$ cat config.mk
export PLATFORM = sky130hd
export DESIGN_NAME = shc_serial_handshake_control
export DESIGN_NICKNAME = d
export VERILOG_FILES = /design/src/pkg/shc_pkg.sv /design/src/hw/shc_serial_handshake_control.sv
export SDC_FILE = /design/constraint.sdc
export NUM_CORES = 1
export LEC_CHECK = 0
export BUFFER_PORTS_ARGS = -buffer_cell sky130_fd_sc_hd__buf_2
export CAP_MARGIN = 20
export CORE_UTILIZATION = 67
export CTS_BUF_LIST = sky130_fd_sc_hd__clkbuf_2 sky130_fd_sc_hd__clkbuf_4 sky130_fd_sc_hd__clkbuf_8
export DETAILED_ROUTE_END_ITERATION = 7
export GPL_TIMING_DRIVEN = 1
export PLACE_DENSITY = 0.87
export SLEW_MARGIN = 15
export SYNTH_ARGS = -nofsm -noshare
export SYNTH_HDL_FRONTEND = slang
export SYNTH_SLANG_ARGS = --single-unit
$ cat constraint.sdc
create_clock -name MCLK -period 18.6 [get_ports MCLK]
set_input_delay 3.72 -clock MCLK [delete_from_list [all_inputs] [get_ports MCLK]]
set_output_delay 3.72 -clock MCLK [all_outputs]
set_load 0.01 [all_outputs]
$ cat src/pkg/shc_pkg.sv
// Constants, register map and types for the serial handshake control block.
// Assumes a 250 MHz system clock and an AXI4-Lite register bus of 32 bits.
package shc_pkg;
  // ==========================================================================
  // Character codes
  localparam logic [7:0] CH_ESC = 8'h1B;
  localparam logic [7:0] CH_DOT = 8'h2E;
  localparam logic [7:0] CH_ENQ = 8'h05;
  localparam logic [7:0] CH_ACK = 8'h06;
  localparam logic [7:0] CH_SEMI = 8'h3B;
  localparam logic [7:0] CH_COLON = 8'h3A;
  localparam logic [7:0] CH_ZERO = 8'h30;
  localparam logic [7:0] CH_NINE = 8'h39;
  localparam logic [7:0] CH_MODE2 = 8'h49;
  localparam logic [7:0] CH_ABORT = 8'h4A;
  localparam logic [7:0] CH_ON = 8'h59;
  localparam logic [7:0] CH_ON_ALT = 8'h28;
  localparam logic [7:0] CH_OFF = 8'h5A;
  localparam logic [7:0] CH_OFF_ALT = 8'h29;
  // ==========================================================================
  // Defaults and limits
  localparam logic [15:0] DEF_BLOCK = 16'h0050;
  localparam logic [15:0] DEF_BUF_SIZE = 16'h0400;
  localparam int TRIG_MAX = 10;
  localparam logic [6:0] CODE_MAX = 7'h7F;
  // ==========================================================================
  // Register byte offsets
  localparam logic [7:0] REG_CTRL = 8'h00;
  localparam logic [7:0] REG_BUFSIZE = 8'h04;
  localparam logic [7:0] REG_FREE = 8'h08;
  localparam logic [7:0] REG_XOFF_LVL = 8'h0C;
  localparam logic [7:0] REG_XON_LVL = 8'h10;
  localparam logic [7:0] REG_BLOCK = 8'h14;
  localparam logic [7:0] REG_STATUS = 8'h18;
  localparam logic [7:0] REG_XOFF_CHR = 8'h1C;
  // CTRL fields
  localparam int CTRL_EAVES = 0;
  localparam int CTRL_STANDALONE = 1;
  localparam int CTRL_HARDWIRE = 2;
  // STATUS fields
  localparam int ST_ON = 0;
  localparam int ST_XONXOFF = 1;
  localparam int ST_ENQACK = 2;
  localparam int ST_STOPPED = 3;
  localparam int ST_DTR = 4;
  localparam logic [1:0] RESP_OKAY = 2'b00;
  localparam logic [1:0] RESP_DECERR = 2'b11;
  typedef enum logic [2:0] {P_IDLE, P_ESC, P_CMD, P_PARAM} shc_pstate_t;
  typedef enum logic [1:0] {T_IDLE, T_ACK, T_STR, T_XOFF} shc_tstate_t;
endpackage : shc_pkg

$ cat src/hw/shc_serial_handshake_control.sv
// Serial handshake control: flow control, abort and plotter on/off handling.
// Assumes a receive byte stream and a transmit byte port on the same clock,
// plus a break level from the terminal line arriving asynchronously.
//
// Our own choices: the register offsets and register access over AXI4-Lite.
`timescale 1ns/100ps
`default_nettype none
module shc_serial_handshake_control
  import shc_pkg::*;
#(
  parameter int AW = 8
) (
  // Clock and reset
  input wire logic MCLK,
  input wire logic RST,
  // Receive stream
  input wire logic RX_VALID,
  input wire logic [7:0] RX_DATA,
  // Data to graphics buffer
  output logic DATA_VALID,
  output logic [7:0] DATA_BYTE,
  // Transmit stream
  output logic TX_VALID,
  output logic [7:0] TX_DATA,
  input wire logic TX_READY,
  // Line signals
  input wire logic BREAK_IN,
  output logic DTR_OUT,
  output logic INPUT_EN,
  // Buffer fill from the buffer owner
  input wire logic [15:0] FREE_BYTES,
  // AXI4-Lite
  input wire logic [AW-1:0] AWADDR,
  input wire logic AWVALID,
  output logic AWREADY,
  input wire logic [31:0] WDATA,
  input wire logic [3:0] WSTRB,
  input wire logic WVALID,
  output logic WREADY,
  output logic [1:0] BRESP,
  output logic BVALID,
  input wire logic BREADY,
  input wire logic [AW-1:0] ARADDR,
  input wire logic ARVALID,
  output logic ARREADY,
  output logic [31:0] RDATA,
  output logic [1:0] RRESP,
  output logic RVALID,
  input wire logic RREADY
);

  typedef struct packed {
    shc_pstate_t ps;
    shc_tstate_t ts;
    logic [3:0] pidx;
    logic [15:0] acc;
    logic acc_any;
    logic [15:0] p1;
    logic p1_given;
    logic [7:0] p2;
    logic [TRIG_MAX-1:0][6:0] pend;
    logic [3:0] pcnt;
    logic [TRIG_MAX-1:0][6:0] trig;
    logic [3:0] tcnt;
    logic [3:0] tpos;
    logic xonxoff;
    logic enqack;
    logic [7:0] enq_chr;
    logic [15:0] block;
    logic [15:0] xoff_lvl;
    logic [15:0] xon_lvl;
    logic stopped;
    logic on;
    logic [7:0] ctrl;
    logic [15:0] bufsize;
    logic [7:0] xoff_chr;
    logic [2:0] brk_sync;
    logic brk_q;
    logic dvalid;
    logic [7:0] dbyte;
    logic txv;
    logic [7:0] txd;
    logic dtr;
    logic awrdy;
    logic wrdy;
    logic arrdy;
    logic aw_got;
    logic [AW-1:0] aw_addr;
    logic w_got;
    logic [31:0] w_data;
    logic bvalid;
    logic [1:0] bresp;
    logic rvalid;
    logic [31:0] rdata;
    logic [1:0] rresp;
  } shc_state_t;

  shc_state_t s_reg, s_next;

  function automatic logic is_digit(input logic [7:0] c);
    return (c >= CH_ZERO) && (c <= CH_NINE);
  endfunction

  function automatic logic [15:0] acc_step(input logic [15:0] a, input logic [7:0] c);
    return 16'((a << 3) + (a << 1) + 16'(c - CH_ZERO));
  endfunction

  // ==========================================================================
  // Next-state logic
  always_comb begin
    logic [15:0] half;
    logic [15:0] lvl;
    logic [7:0] c;
    logic brk_now;
    half = 16'h0000;
    lvl = 16'h0000;
    c = RX_DATA;
    brk_now = 1'b0;
    s_next = s_reg;
    s_next.dvalid = 1'b0;
    s_next.brk_sync = {s_reg.brk_sync[1:0], BREAK_IN};
    if (s_reg.brk_sync[2] == s_reg.brk_sync[1]) begin
      s_next.brk_q = s_reg.brk_sync[2];
    end
    brk_now = s_next.brk_q && !s_reg.brk_q;
    // Eavesdrop break behaves as plotter-off.
    if (brk_now && s_reg.ctrl[CTRL_EAVES] && !s_reg.ctrl[CTRL_STANDALONE]) begin
      s_next.on = 1'b0;
    end
    if (s_reg.ctrl[CTRL_STANDALONE]) begin
      s_next.on = 1'b1;
    end

    // Receive parser.
    if (RX_VALID) begin
      unique case (s_reg.ps)
        P_IDLE: begin
          if (c == CH_ESC) begin
            s_next.ps = P_ESC;
          end else if (c == CH_ENQ && s_reg.on) begin
            if (!s_reg.xonxoff && !s_reg.enqack) begin
              s_next.ts = T_ACK;
            end else if (s_reg.enqack && FREE_BYTES >= s_reg.block) begin
              s_next.ts = T_STR;
              s_next.tpos = 4'h0;
            end
          end else if (s_reg.on) begin
            s_next.dvalid = 1'b1;
            s_next.dbyte = c;
          end
        end
        P_ESC: begin
          s_next.ps = (c == CH_DOT) ? P_CMD : P_IDLE;
        end
        P_CMD: begin
          s_next.ps = P_IDLE;
          if (c == CH_ABORT) begin
            // Abort: cancel output and suppression, keep settings, reply nothing.
            s_next.ts = T_IDLE;
            s_next.txv = 1'b0;
            s_next.stopped = 1'b0;
          end else if (c == CH_ON || c == CH_ON_ALT) begin
            s_next.on = 1'b1;
          end else if ((c == CH_OFF || c == CH_OFF_ALT) && s_reg.on) begin
            s_next.on = s_reg.ctrl[CTRL_STANDALONE];
          end else if (c == CH_MODE2 && s_reg.on) begin
            s_next.ps = P_PARAM;
            s_next.pidx = 4'h0;
            s_next.acc = 16'h0000;
            s_next.acc_any = 1'b0;
            s_next.p1_given = 1'b0;
            s_next.p2 = 8'h00;
            s_next.pcnt = 4'h0;
          end
        end
        P_PARAM: begin
          if (is_digit(c)) begin
            s_next.acc = acc_step(s_reg.acc, c);
            s_next.acc_any = 1'b1;
          end else if (c == CH_SEMI || c == CH_COLON) begin
            if (s_reg.pidx == 4'h0) begin
              s_next.p1 = s_reg.acc;
              s_next.p1_given = s_reg.acc_any;
            end else if (s_reg.pidx == 4'h1) begin
              s_next.p2 = s_reg.acc[7:0];
            end else if (s_reg.acc_any && s_reg.pcnt < 4'(TRIG_MAX)
                         && s_reg.pcnt == s_reg.pidx - 4'h2 && s_reg.acc != 16'h0000) begin
              s_next.pend[s_reg.pcnt] = s_reg.acc[6:0] & CODE_MAX;
              s_next.pcnt = s_reg.pcnt + 4'h1;
            end
            s_next.acc = 16'h0000;
            s_next.acc_any = 1'b0;
            s_next.pidx = (s_reg.pidx == 4'hF) ? s_reg.pidx : s_reg.pidx + 4'h1;
            if (c == CH_COLON) begin
              s_next.ps = P_IDLE;
            end
          end else if (c == CH_ESC) begin
            // A fresh escape abandons the command; none of its parameters is committed.
            s_next.ps = P_ESC;
          end
        end
        default: s_next.ps = P_IDLE;
      endcase
    end

    // Commit the mode-2 command once its terminator has been parsed.
    if (s_reg.ps == P_PARAM && s_next.ps == P_IDLE) begin
      if (s_reg.ctrl[CTRL_HARDWIRE]) begin
        s_next.block = s_next.p1_given ? s_next.p1 : DEF_BLOCK;
      end else begin
        s_next.block = s_next.p1_given ? s_next.p1 : DEF_BLOCK;
        s_next.enq_chr = s_next.p2;
        s_next.enqack = (s_next.p2 != 8'h00);
        s_next.xonxoff = (s_next.p2 == 8'h00) && (s_next.pcnt != 4'h0);
        s_next.trig = s_next.pend;
        s_next.tcnt = s_next.pcnt;
        half = s_reg.bufsize >> 1;
        lvl = 16'(s_reg.bufsize - s_next.block);
        if (s_next.block > s_reg.bufsize || lvl < half) begin
          s_next.xoff_lvl = half;
          s_next.xon_lvl = 16'h0000;
        end else begin
          s_next.xoff_lvl = lvl;
          s_next.xon_lvl = (lvl > s_next.block) ? 16'(lvl - s_next.block) : 16'h0000;
        end
        s_next.stopped = 1'b0;
      end
    end

    // Xon-Xoff trigger decisions on the buffer fill level.
    if (s_reg.xonxoff && s_reg.ts == T_IDLE && s_next.ts == T_IDLE) begin
      if (!s_reg.stopped && 16'(s_reg.bufsize - FREE_BYTES) >= s_reg.xoff_lvl) begin
        s_next.stopped = 1'b1;
        s_next.ts = T_XOFF;
      end else if (s_reg.stopped && 16'(s_reg.bufsize - FREE_BYTES) <= s_reg.xon_lvl) begin
        s_next.stopped = 1'b0;
        s_next.ts = T_STR;
        s_next.tpos = 4'h0;
      end
    end
    s_next.dtr = (FREE_BYTES >= s_reg.block);

    // Transmitter: bare strings only, no initiator or terminator.
    if (s_reg.txv && TX_READY) begin
      s_next.txv = 1'b0;
    end
    if (!(s_reg.txv && !TX_READY) && s_next.ts == s_reg.ts) begin
      unique case (s_reg.ts)
        T_IDLE: ;
        T_ACK: begin
          s_next.txv = 1'b1;
          s_next.txd = CH_ACK;
          s_next.ts = T_IDLE;
        end
        T_STR: begin
          if (s_reg.tpos < s_reg.tcnt) begin
            s_next.txv = 1'b1;
            s_next.txd = {1'b0, s_reg.trig[s_reg.tpos]};
            s_next.tpos = s_reg.tpos + 4'h1;
          end else begin
            s_next.ts = T_IDLE;
          end
        end
        T_XOFF: begin
          s_next.txv = (s_reg.xoff_chr != 8'h00);
          s_next.txd = s_reg.xoff_chr;
          s_next.ts = T_IDLE;
        end
      endcase
    end

    // AXI4-Lite write.
    if (AWVALID && s_reg.awrdy) begin
      s_next.aw_got = 1'b1;
      s_next.aw_addr = AWADDR;
    end
    if (WVALID && s_reg.wrdy) begin
      s_next.w_got = 1'b1;
      s_next.w_data = WDATA;
    end
    if (s_reg.aw_got && s_reg.w_got) begin
      s_next.aw_got = 1'b0;
      s_next.w_got = 1'b0;
      s_next.bvalid = 1'b1;
      s_next.bresp = RESP_OKAY;
      unique case (s_reg.aw_addr)
        REG_CTRL: if (WSTRB[0]) s_next.ctrl = s_reg.w_data[7:0];
        REG_BUFSIZE: begin
          if (WSTRB[0]) s_next.bufsize[7:0] = s_reg.w_data[7:0];
          if (WSTRB[1]) s_next.bufsize[15:8] = s_reg.w_data[15:8];
        end
        REG_XOFF_CHR: if (WSTRB[0]) s_next.xoff_chr = s_reg.w_data[7:0];
        REG_FREE, REG_XOFF_LVL, REG_XON_LVL, REG_BLOCK, REG_STATUS: ;
        default: s_next.bresp = RESP_DECERR;
      endcase
    end
    if (s_reg.bvalid && BREADY) begin
      s_next.bvalid = 1'b0;
    end
    // Each channel is ready only while its slot is empty and no response waits.
    s_next.awrdy = !s_next.aw_got && !s_next.bvalid;
    s_next.wrdy = !s_next.w_got && !s_next.bvalid;

    // AXI4-Lite read.
    if (ARVALID && s_reg.arrdy) begin
      s_next.rvalid = 1'b1;
      s_next.rresp = RESP_OKAY;
      s_next.rdata = 32'h0000_0000;
      unique case (ARADDR)
        REG_CTRL: s_next.rdata = {24'h000000, s_reg.ctrl};
        REG_BUFSIZE: s_next.rdata = {16'h0000, s_reg.bufsize};
        REG_FREE: s_next.rdata = {16'h0000, FREE_BYTES};
        REG_XOFF_LVL: s_next.rdata = {16'h0000, s_reg.xoff_lvl};
        REG_XON_LVL: s_next.rdata = {16'h0000, s_reg.xon_lvl};
        REG_BLOCK: s_next.rdata = {16'h0000, s_reg.block};
        REG_STATUS: begin
          s_next.rdata[ST_ON] = s_reg.on;
          s_next.rdata[ST_XONXOFF] = s_reg.xonxoff;
          s_next.rdata[ST_ENQACK] = s_reg.enqack;
          s_next.rdata[ST_STOPPED] = s_reg.stopped;
          s_next.rdata[ST_DTR] = s_reg.dtr;
        end
        REG_XOFF_CHR: s_next.rdata = {24'h000000, s_reg.xoff_chr};
        default: s_next.rresp = RESP_DECERR;
      endcase
    end
    if (s_reg.rvalid && RREADY) begin
      s_next.rvalid = 1'b0;
    end
    s_next.arrdy = !s_next.rvalid;
  end

  // ==========================================================================
  // State register
  always_ff @(posedge MCLK or posedge RST) begin
    if (RST) begin
      s_reg <= '0;
      s_reg.ps <= P_IDLE;
      s_reg.ts <= T_IDLE;
      s_reg.on <= 1'b1;
      s_reg.block <= DEF_BLOCK;
      s_reg.bufsize <= DEF_BUF_SIZE;
    end else begin
      s_reg <= s_next;
    end
  end

  // ==========================================================================
  // Outputs
  assign DATA_VALID = s_reg.dvalid;
  assign DATA_BYTE = s_reg.dbyte;
  assign TX_VALID = s_reg.txv;
  assign TX_DATA = s_reg.txd;
  assign DTR_OUT = s_reg.dtr;
  assign INPUT_EN = s_reg.on;
  assign AWREADY = s_reg.awrdy;
  assign WREADY = s_reg.wrdy;
  assign BVALID = s_reg.bvalid;
  assign BRESP = s_reg.bresp;
  assign ARREADY = s_reg.arrdy;
  assign RVALID = s_reg.rvalid;
  assign RDATA = s_reg.rdata;
  assign RRESP = s_reg.rresp;

endmodule // shc_serial_handshake_control
`default_nettype wire

==> results of run 1 <==
-- stage by stage --
step                      setup WS (ps)  hold slack [ps]  area, sq um  total power (W)
after floorplan                    4920              331        20500          0.00121
after global placement             8140              332        21000          0.00129
after detailed placement           8010              346        21000          0.00131
after CTS                          8610              331        22300          0.00206
after global routing               8370              344        22300          0.00216
final                              8860              334        22300          0.00207
-- cell families (layout without fill, tap and decap cells) --
logic type / after synthesis / count (layout) / synth area share
XOR/XNOR: 57 / 57 / 0.0244
multiplexers: 177 / 177 / 0.105
adder cells (fa/ha/maj): 158 / 158 / 0.102
AO/OA/AOI/OAI: 412 / 412 / 0.137
buffers and inverters: 251 / 358 / 0.0563
flip-flops: 359 / 359 / 0.439
other: 1 / 16 / 0.000183
AND/OR/NAND/NOR: 620 / 620 / 0.136
-- layer usage --
| layer | vias to the layer above | wire (um) | share of wire | global-route usage |
|---|---|---|---|---|
| met5 | - | 0 | 0 | 0 |
| met4 | 0 | 1580 | 0.029 | 0.115 |
| met3 | 138 | 5270 | 0.097 | 0.0780 |
| met2 | 808 | 24600 | 0.45 | 0.553 |
| met1 | 8021 | 22700 | 0.42 | 0.496 |
| li1 | 7248 | - | - | - |
-- area by class of cell --
cell class	instances	area (sq um)	share of cell area
Inverter	128	488	0.0218
Sequential cell	359	8990	0.402
Clock inverter	10	129	0.00577
Tap cell	390	488	0.0218
Multi-Input combinational cell	1440	10400	0.465
Clock buffer	94	1180	0.0529
Timing Repair Buffer	126	677	0.0303
-- synth_stat cells (5+ instances only) --
| cell | number |
|---|---|
| nor4_1 | 13 |
| a222oi_1 | 10 |
| xor2_1 | 16 |
| and2_1 | 9 |
| a22oi_1 | 39 |
| and3_1 | 11 |
| a32o_1 | 6 |
| o211ai_1 | 5 |
| mux4_2 | 15 |
| inv_1 | 128 |
| nand3_1 | 29 |
| nor2_1 | 87 |
| nand2_1 | 355 |
| a31oi_1 | 11 |
| o31ai_1 | 5 |
| a21oi_1 | 65 |
| clkbuf_1 | 57 |
| ha_1 | 141 |
| dfrtp_1 | 355 |
| o21a_1 | 13 |
| a211oi_1 | 6 |
| a22o_1 | 49 |
| buf_2 | 6 |
| buf_4 | 52 |
| nand4_1 | 23 |
| mux2_2 | 144 |
| a21o_1 | 19 |
| nor2b_1 | 21 |
| or3_1 | 6 |
| nand2b_1 | 14 |
| buf_1 | 7 |
| nor3_1 | 21 |
| fa_1 | 16 |
| o21ai_0 | 130 |
| mux2i_1 | 18 |
| a31o_2 | 8 |
| xnor2_1 | 41 |
-- final timing paths --
check | from | end | slack [ps] | depth (start not counted)
worst max-delay path | RX_DATA[3] | s_reg[153] | 8860 | 24
worst min-delay path | s_next[104] | s_next[105] | 330 | 0
worst max register to register | s_reg[399] | s_reg[153] | 11670 | 24
worst min register to register | s_next[104] | s_next[105] | 330 | 0
max in group asynchronous | RST | s_reg[46] | 12040 | 5
min in group asynchronous | RST | s_reg[234] | 3290 | 2
-- worst max-delay path, stage by stage --
cell and delay, ps:
buf_2 170, nor3b_4 330, nand4b_2 230, nor2_2 710, a221oi_2 220, inv_1 370
and2_1 300, ha_1 210, inv_1 60, fa_1 410, a21o_1 170, a21oi_1 260
o21ai_0 200, a22o_1 320, nor2_1 140, xnor2_1 140, ha_1 330, nand4_1 100
o31a_1 310, o21ai_0 210, o21bai_2 190, or4b_4 540, a31oi_4 410, a22o_1 200
-- power by group --
group	total, W	switching [W]	internal (W)
Sequential	0.000889	0.0000530	0.000836
Combinational	0.000427	0.000236	0.000191
Clock	0.000754	0.000323	0.000431
Total	0.00207	0.000612	0.00146
==> results.cfg, run 1 <==
[timing]
worst_pin_slew_ps = 1140
fmax_ghz = 0.103
hold_violations = 0
rsz0062_at_grt = no
layout_min_cycle_time_ps = 9740
period_share = 0.524
setup_viol = 0
finClkSkew_ps = 47.7
slew_violations = 0
finalSetupTns_ps = 0
maxSlewHeadroom = 0.239

[synthesis]
yosysWarnings = 0
syn_avg_cell_area_sq_um = 10.1
post-synth-top-area-cell = dfrtp_1
synth_edf_count = 0
synth_seq_area_share = 0.439
netlist_area_sq_um = 20500
synth_top_area_share = 0.434
ys_types = 82
async_reset_ff_frac = 1.00
synth_ff_type = dfrtp_1
synth_area_leaders = dfrtp_1, ha_1, mux2_2
syn_inst = 2035
ys_ff_latch = 359

[layout]
area_growth_pct = 9.21
nets = 2355
final_cell_mix = dfrtp_1, nand2_1, mux2_2, ha_1, o21ai_0
n_antenna_cell = 0
fin_util = 0.748
n_fill_cell = 1976
instances_no_fill = 2547
drive_above_1_share = 0.197
largest_reg_flops = 314

[grt]
grt_usage = 0.355
grt_first_pass_wirelength_mm = 86.2
grt_max_degree = 147
grt_pass1_vias = 16300
grt_antenna_before_repair = 1
globalRoute.totalOverflow = 0

[routing]
route.detailed.drc = 0
first_pass_iters = 6
drt_iter0_markers = 1782
routed_wl_mm = 54.2
vias = 16200
wire_per_inst_um = 21.3
postRouteAntennaNets = 0
vias_per_cell = 6.37

[setup_path]
start_kind = primary input
cp_max_fo = 17
cp-end-kind = flop
critical_path_arrival_ps = 10270
crit_type = primary input to flop
required_ps = 19130

[flow_run]
cap_viol_max_count = 0

[clock_network]
cts_buffer_depth = 3
cts.repair.resized = 0
holdBufCountCts = 0
cts_root_buf = clkbuf_8
clkTransAtPathRegs_ps = 70
clk_latency_ps = 630
cts_tree = built
post_cts_buffers = 0
h-tree-depth = 2
cts_buffers = 57
cts.sinks = 359

[pwr]
powerDensity_nw_per_um2 = 92.6
p_leak_nw = 10.9
peakVddDrop_mv = 0.0606

[place]
routabilityCongestion = 0.953
dp_hpwl_mm = 38.9
io_buffers = 112
place_inst = 2440

[outcome]
outcome = complete, no violations

[worst_hold_path]
hold_class = flop to flop

[die]
core-area_sq_um = 29900
die_h_um = 177
ios = 147
initial_core_util = 0.685
fp.dieW_um = 177
rows = 63
die_area_sq_um = 31200
No activity file was read; power rests on OpenSTA's default activity.
==> inputs of run 2 (changes only) <==
--- a/config.mk
+++ b/config.mk
@@ -7,11 +7,11 @@
 export LEC_CHECK = 0
 export BUFFER_PORTS_ARGS = -buffer_cell sky130_fd_sc_hd__buf_2
 export CAP_MARGIN = 20
-export CORE_UTILIZATION = 67
+export CORE_UTILIZATION = 57
 export CTS_BUF_LIST = sky130_fd_sc_hd__clkbuf_2 sky130_fd_sc_hd__clkbuf_4 sky130_fd_sc_hd__clkbuf_8
 export DETAILED_ROUTE_END_ITERATION = 7
 export GPL_TIMING_DRIVEN = 1
-export PLACE_DENSITY = 0.87
+export PLACE_DENSITY = 0.79
 export SLEW_MARGIN = 15
 export SYNTH_ARGS = -nofsm -noshare
 export SYNTH_HDL_FRONTEND = slang
==> constraint.sdc (replaced) <==
create_clock -name MCLK -period 8 [get_ports MCLK]
set_input_delay 1.6 -clock MCLK [delete_from_list [all_inputs] [get_ports MCLK]]
set_output_delay 1.6 -clock MCLK [all_outputs]
set_load 0.01 [all_outputs]
==> run 2 against run 1 <==
- die area is 17% higher
- clock skew is 6.4 ps higher
- critical path depth is 3 higher
- sequential power is 130% higher
- sequential cell count stayed put
- largest cell class unchanged
- via count is 2.6% lower
- critical path type unchanged
- highest routed layer unchanged
- combinational power is 130% higher
- global-route usage is 6.2 points lower
- power is 130% higher
- clock power is 130% higher
==> results.cfg, run 2 (synthesized netlist as in run 1, its figures left out) <==
[setup_path]
critPathLaunch = RX_DATA[5]
slowest_stage = or4b_4
start_kind = primary input
reg2reg_from = s_reg[399]
crit_type = primary input to flop
cp_max_fo = 15
critical_path_arrival_ps = 7540
cp-end-kind = flop
crit_family = compound AO/OA/AOI/OAI gates
worst-path-buf-inv = 4
required_ps = 8610
slowest_delay_ps = 520

[clock_network]
cts_buffers = 59
cts_root_buf = clkbuf_8
cts_tree = built
cts.sinks = 359
h-tree-depth = 2
post_cts_buffers = 0
clkTransAtPathRegs_ps = 60
cts.repair.resized = 0
clk_latency_ps = 680
holdBufCountCts = 0
cts_buffer_depth = 3

[die]
ios = 147
fp.dieW_um = 191
rows = 69
core-area_sq_um = 35500
die_area_sq_um = 36600
initial_core_util = 0.577
die_h_um = 191

[grt]
grt_first_pass_wirelength_mm = 83.3
grt_antenna_before_repair = 1
grt_usage = 0.293
grt_pass1_vias = 15500
grt_max_degree = 107
busiest_layer = met2
grt.met1_usage = 0.419
use_met2 = 0.437
globalRoute.totalOverflow = 0
grt_util_met3 = 0.0657

[place]
routabilityCongestion = 0.951
io_buffers = 112
dp_hpwl_mm = 38.0
place_inst = 2518
placed_area_sq_um = 21100

[flow_run]
cap_viol_max_count = 0

[routing]
route.detailed.drc = 0
vias_per_cell = 6.01
routed_wl_mm = 52.3
postRouteAntennaNets = 0
vias = 15800
first_pass_iters = 7
wire_per_inst_um = 19.9
drt_iter0_markers = 1434

[worst_hold_path]
hold_class = flop to flop
min-delay-start = s_next[104]

[timing]
fmax_ghz = 0.144
finalSetupTns_ps = 0
setup_viol = 0
finClkSkew_ps = 54.1
layout_min_cycle_time_ps = 6940
slew_violations = 0
rsz0062_at_grt = no
maxSlewHeadroom = 0.235
hold_violations = 0
period_share = 0.867
worst_pin_slew_ps = 1140

[outcome]
outcome = complete, no violations

[pwr]
peakVddDrop_mv = 0.164
powerDensity_nw_per_um2 = 212
p_leak_nw = 10.9

[layout]
area_growth_pct = 9.66
final_cell_mix = dfrtp_1, nand2_1, mux2_2, ha_1, o21ai_0
instances_no_fill = 2630
largest_reg_flops = 314
nets = 2362
drive_above_1_share = 0.201
stdcell_area_sq_um = 22400
[run 2: changes by cell type in the layout (fill, tap and decap cells not counted), moves of 2 or more]
cell        delta
clkinv_2       +4
buf_4          +6
clkbuf_4       +3
inv_8          -2
clkinvlp_4     +4
bufinv_16      -2
[run 2: per-stage QoR]
step           hold WS, ps  power (W)  setup WS (ps)  utilization
6_report               396    0.00475           1060        0.632
3_5_place_dp           343    0.00305            497        0.596
3_3_place_gp           343    0.00302            604        0.596
4_1_cts                404    0.00478           1180        0.632
5_1_grt                394    0.00499            637        0.632
2_1_floorplan          331    0.00281           1210            -
[run 2: where the power goes]
group	internal, W	total (W)	switching (W)
clock	0.000950	0.00171	0.000760
sequential	0.00194	0.00207	0.000121
combinational	0.000438	0.000976	0.000538
total	0.00333	0.00475	0.00142
[run 2: metal layers]
layer  wire length, um  vias up
li1                  -     7272
met1             23500     7789
met2             22900      635
met3              4450      105
met4              1470        0
met5                 0        -
[run 2: final timing paths]
| kind | to | slack [ps] | cells after the start |
|---|---|---|---|
| min in group asynchronous | s_reg[200] | 1070 | 2 |
| max reg2reg | s_reg[145] | 1820 | 23 |
| max in group asynchronous | s_reg[274] | 5150 | 4 |
| min | s_next[105] | 400 | 0 |
| max | s_reg[145] | 1060 | 27 |
| min reg2reg | s_next[105] | 400 | 0 |
[run 2: cell type report]
class / count / area [sq um]
Antenna cell: 1 / 2.50
Timing Repair Buffer: 131 / 716
Fill cell: 2844 / 13100
Clock buffer: 97 / 1200
Tap cell: 461 / 577
Inverter: 128 / 484
Multi-Input combinational cell: 1440 / 10400
Clock inverter: 13 / 76.3
Sequential cell: 359 / 8990
[run 2: worst reg2reg max path, cell delays in order (launching register included)]
cell      delay (ps)
dfrtp_1          610
or3b_2           540
nor2_1           330
o21a_1           180
a221oi_2          60
inv_1             80
and2_1           220
ha_1             210
inv_1             60
fa_1             400
a21o_1           170
a21oi_1          270
o21ai_0          180
a22o_1           280
nor2_1           130
xnor2_1          140
ha_1             390
and3_1           280
a221o_1          220
nor3_1            80
o21ai_0          160
or4b_4           520
a31oi_4          420
a22o_1           210
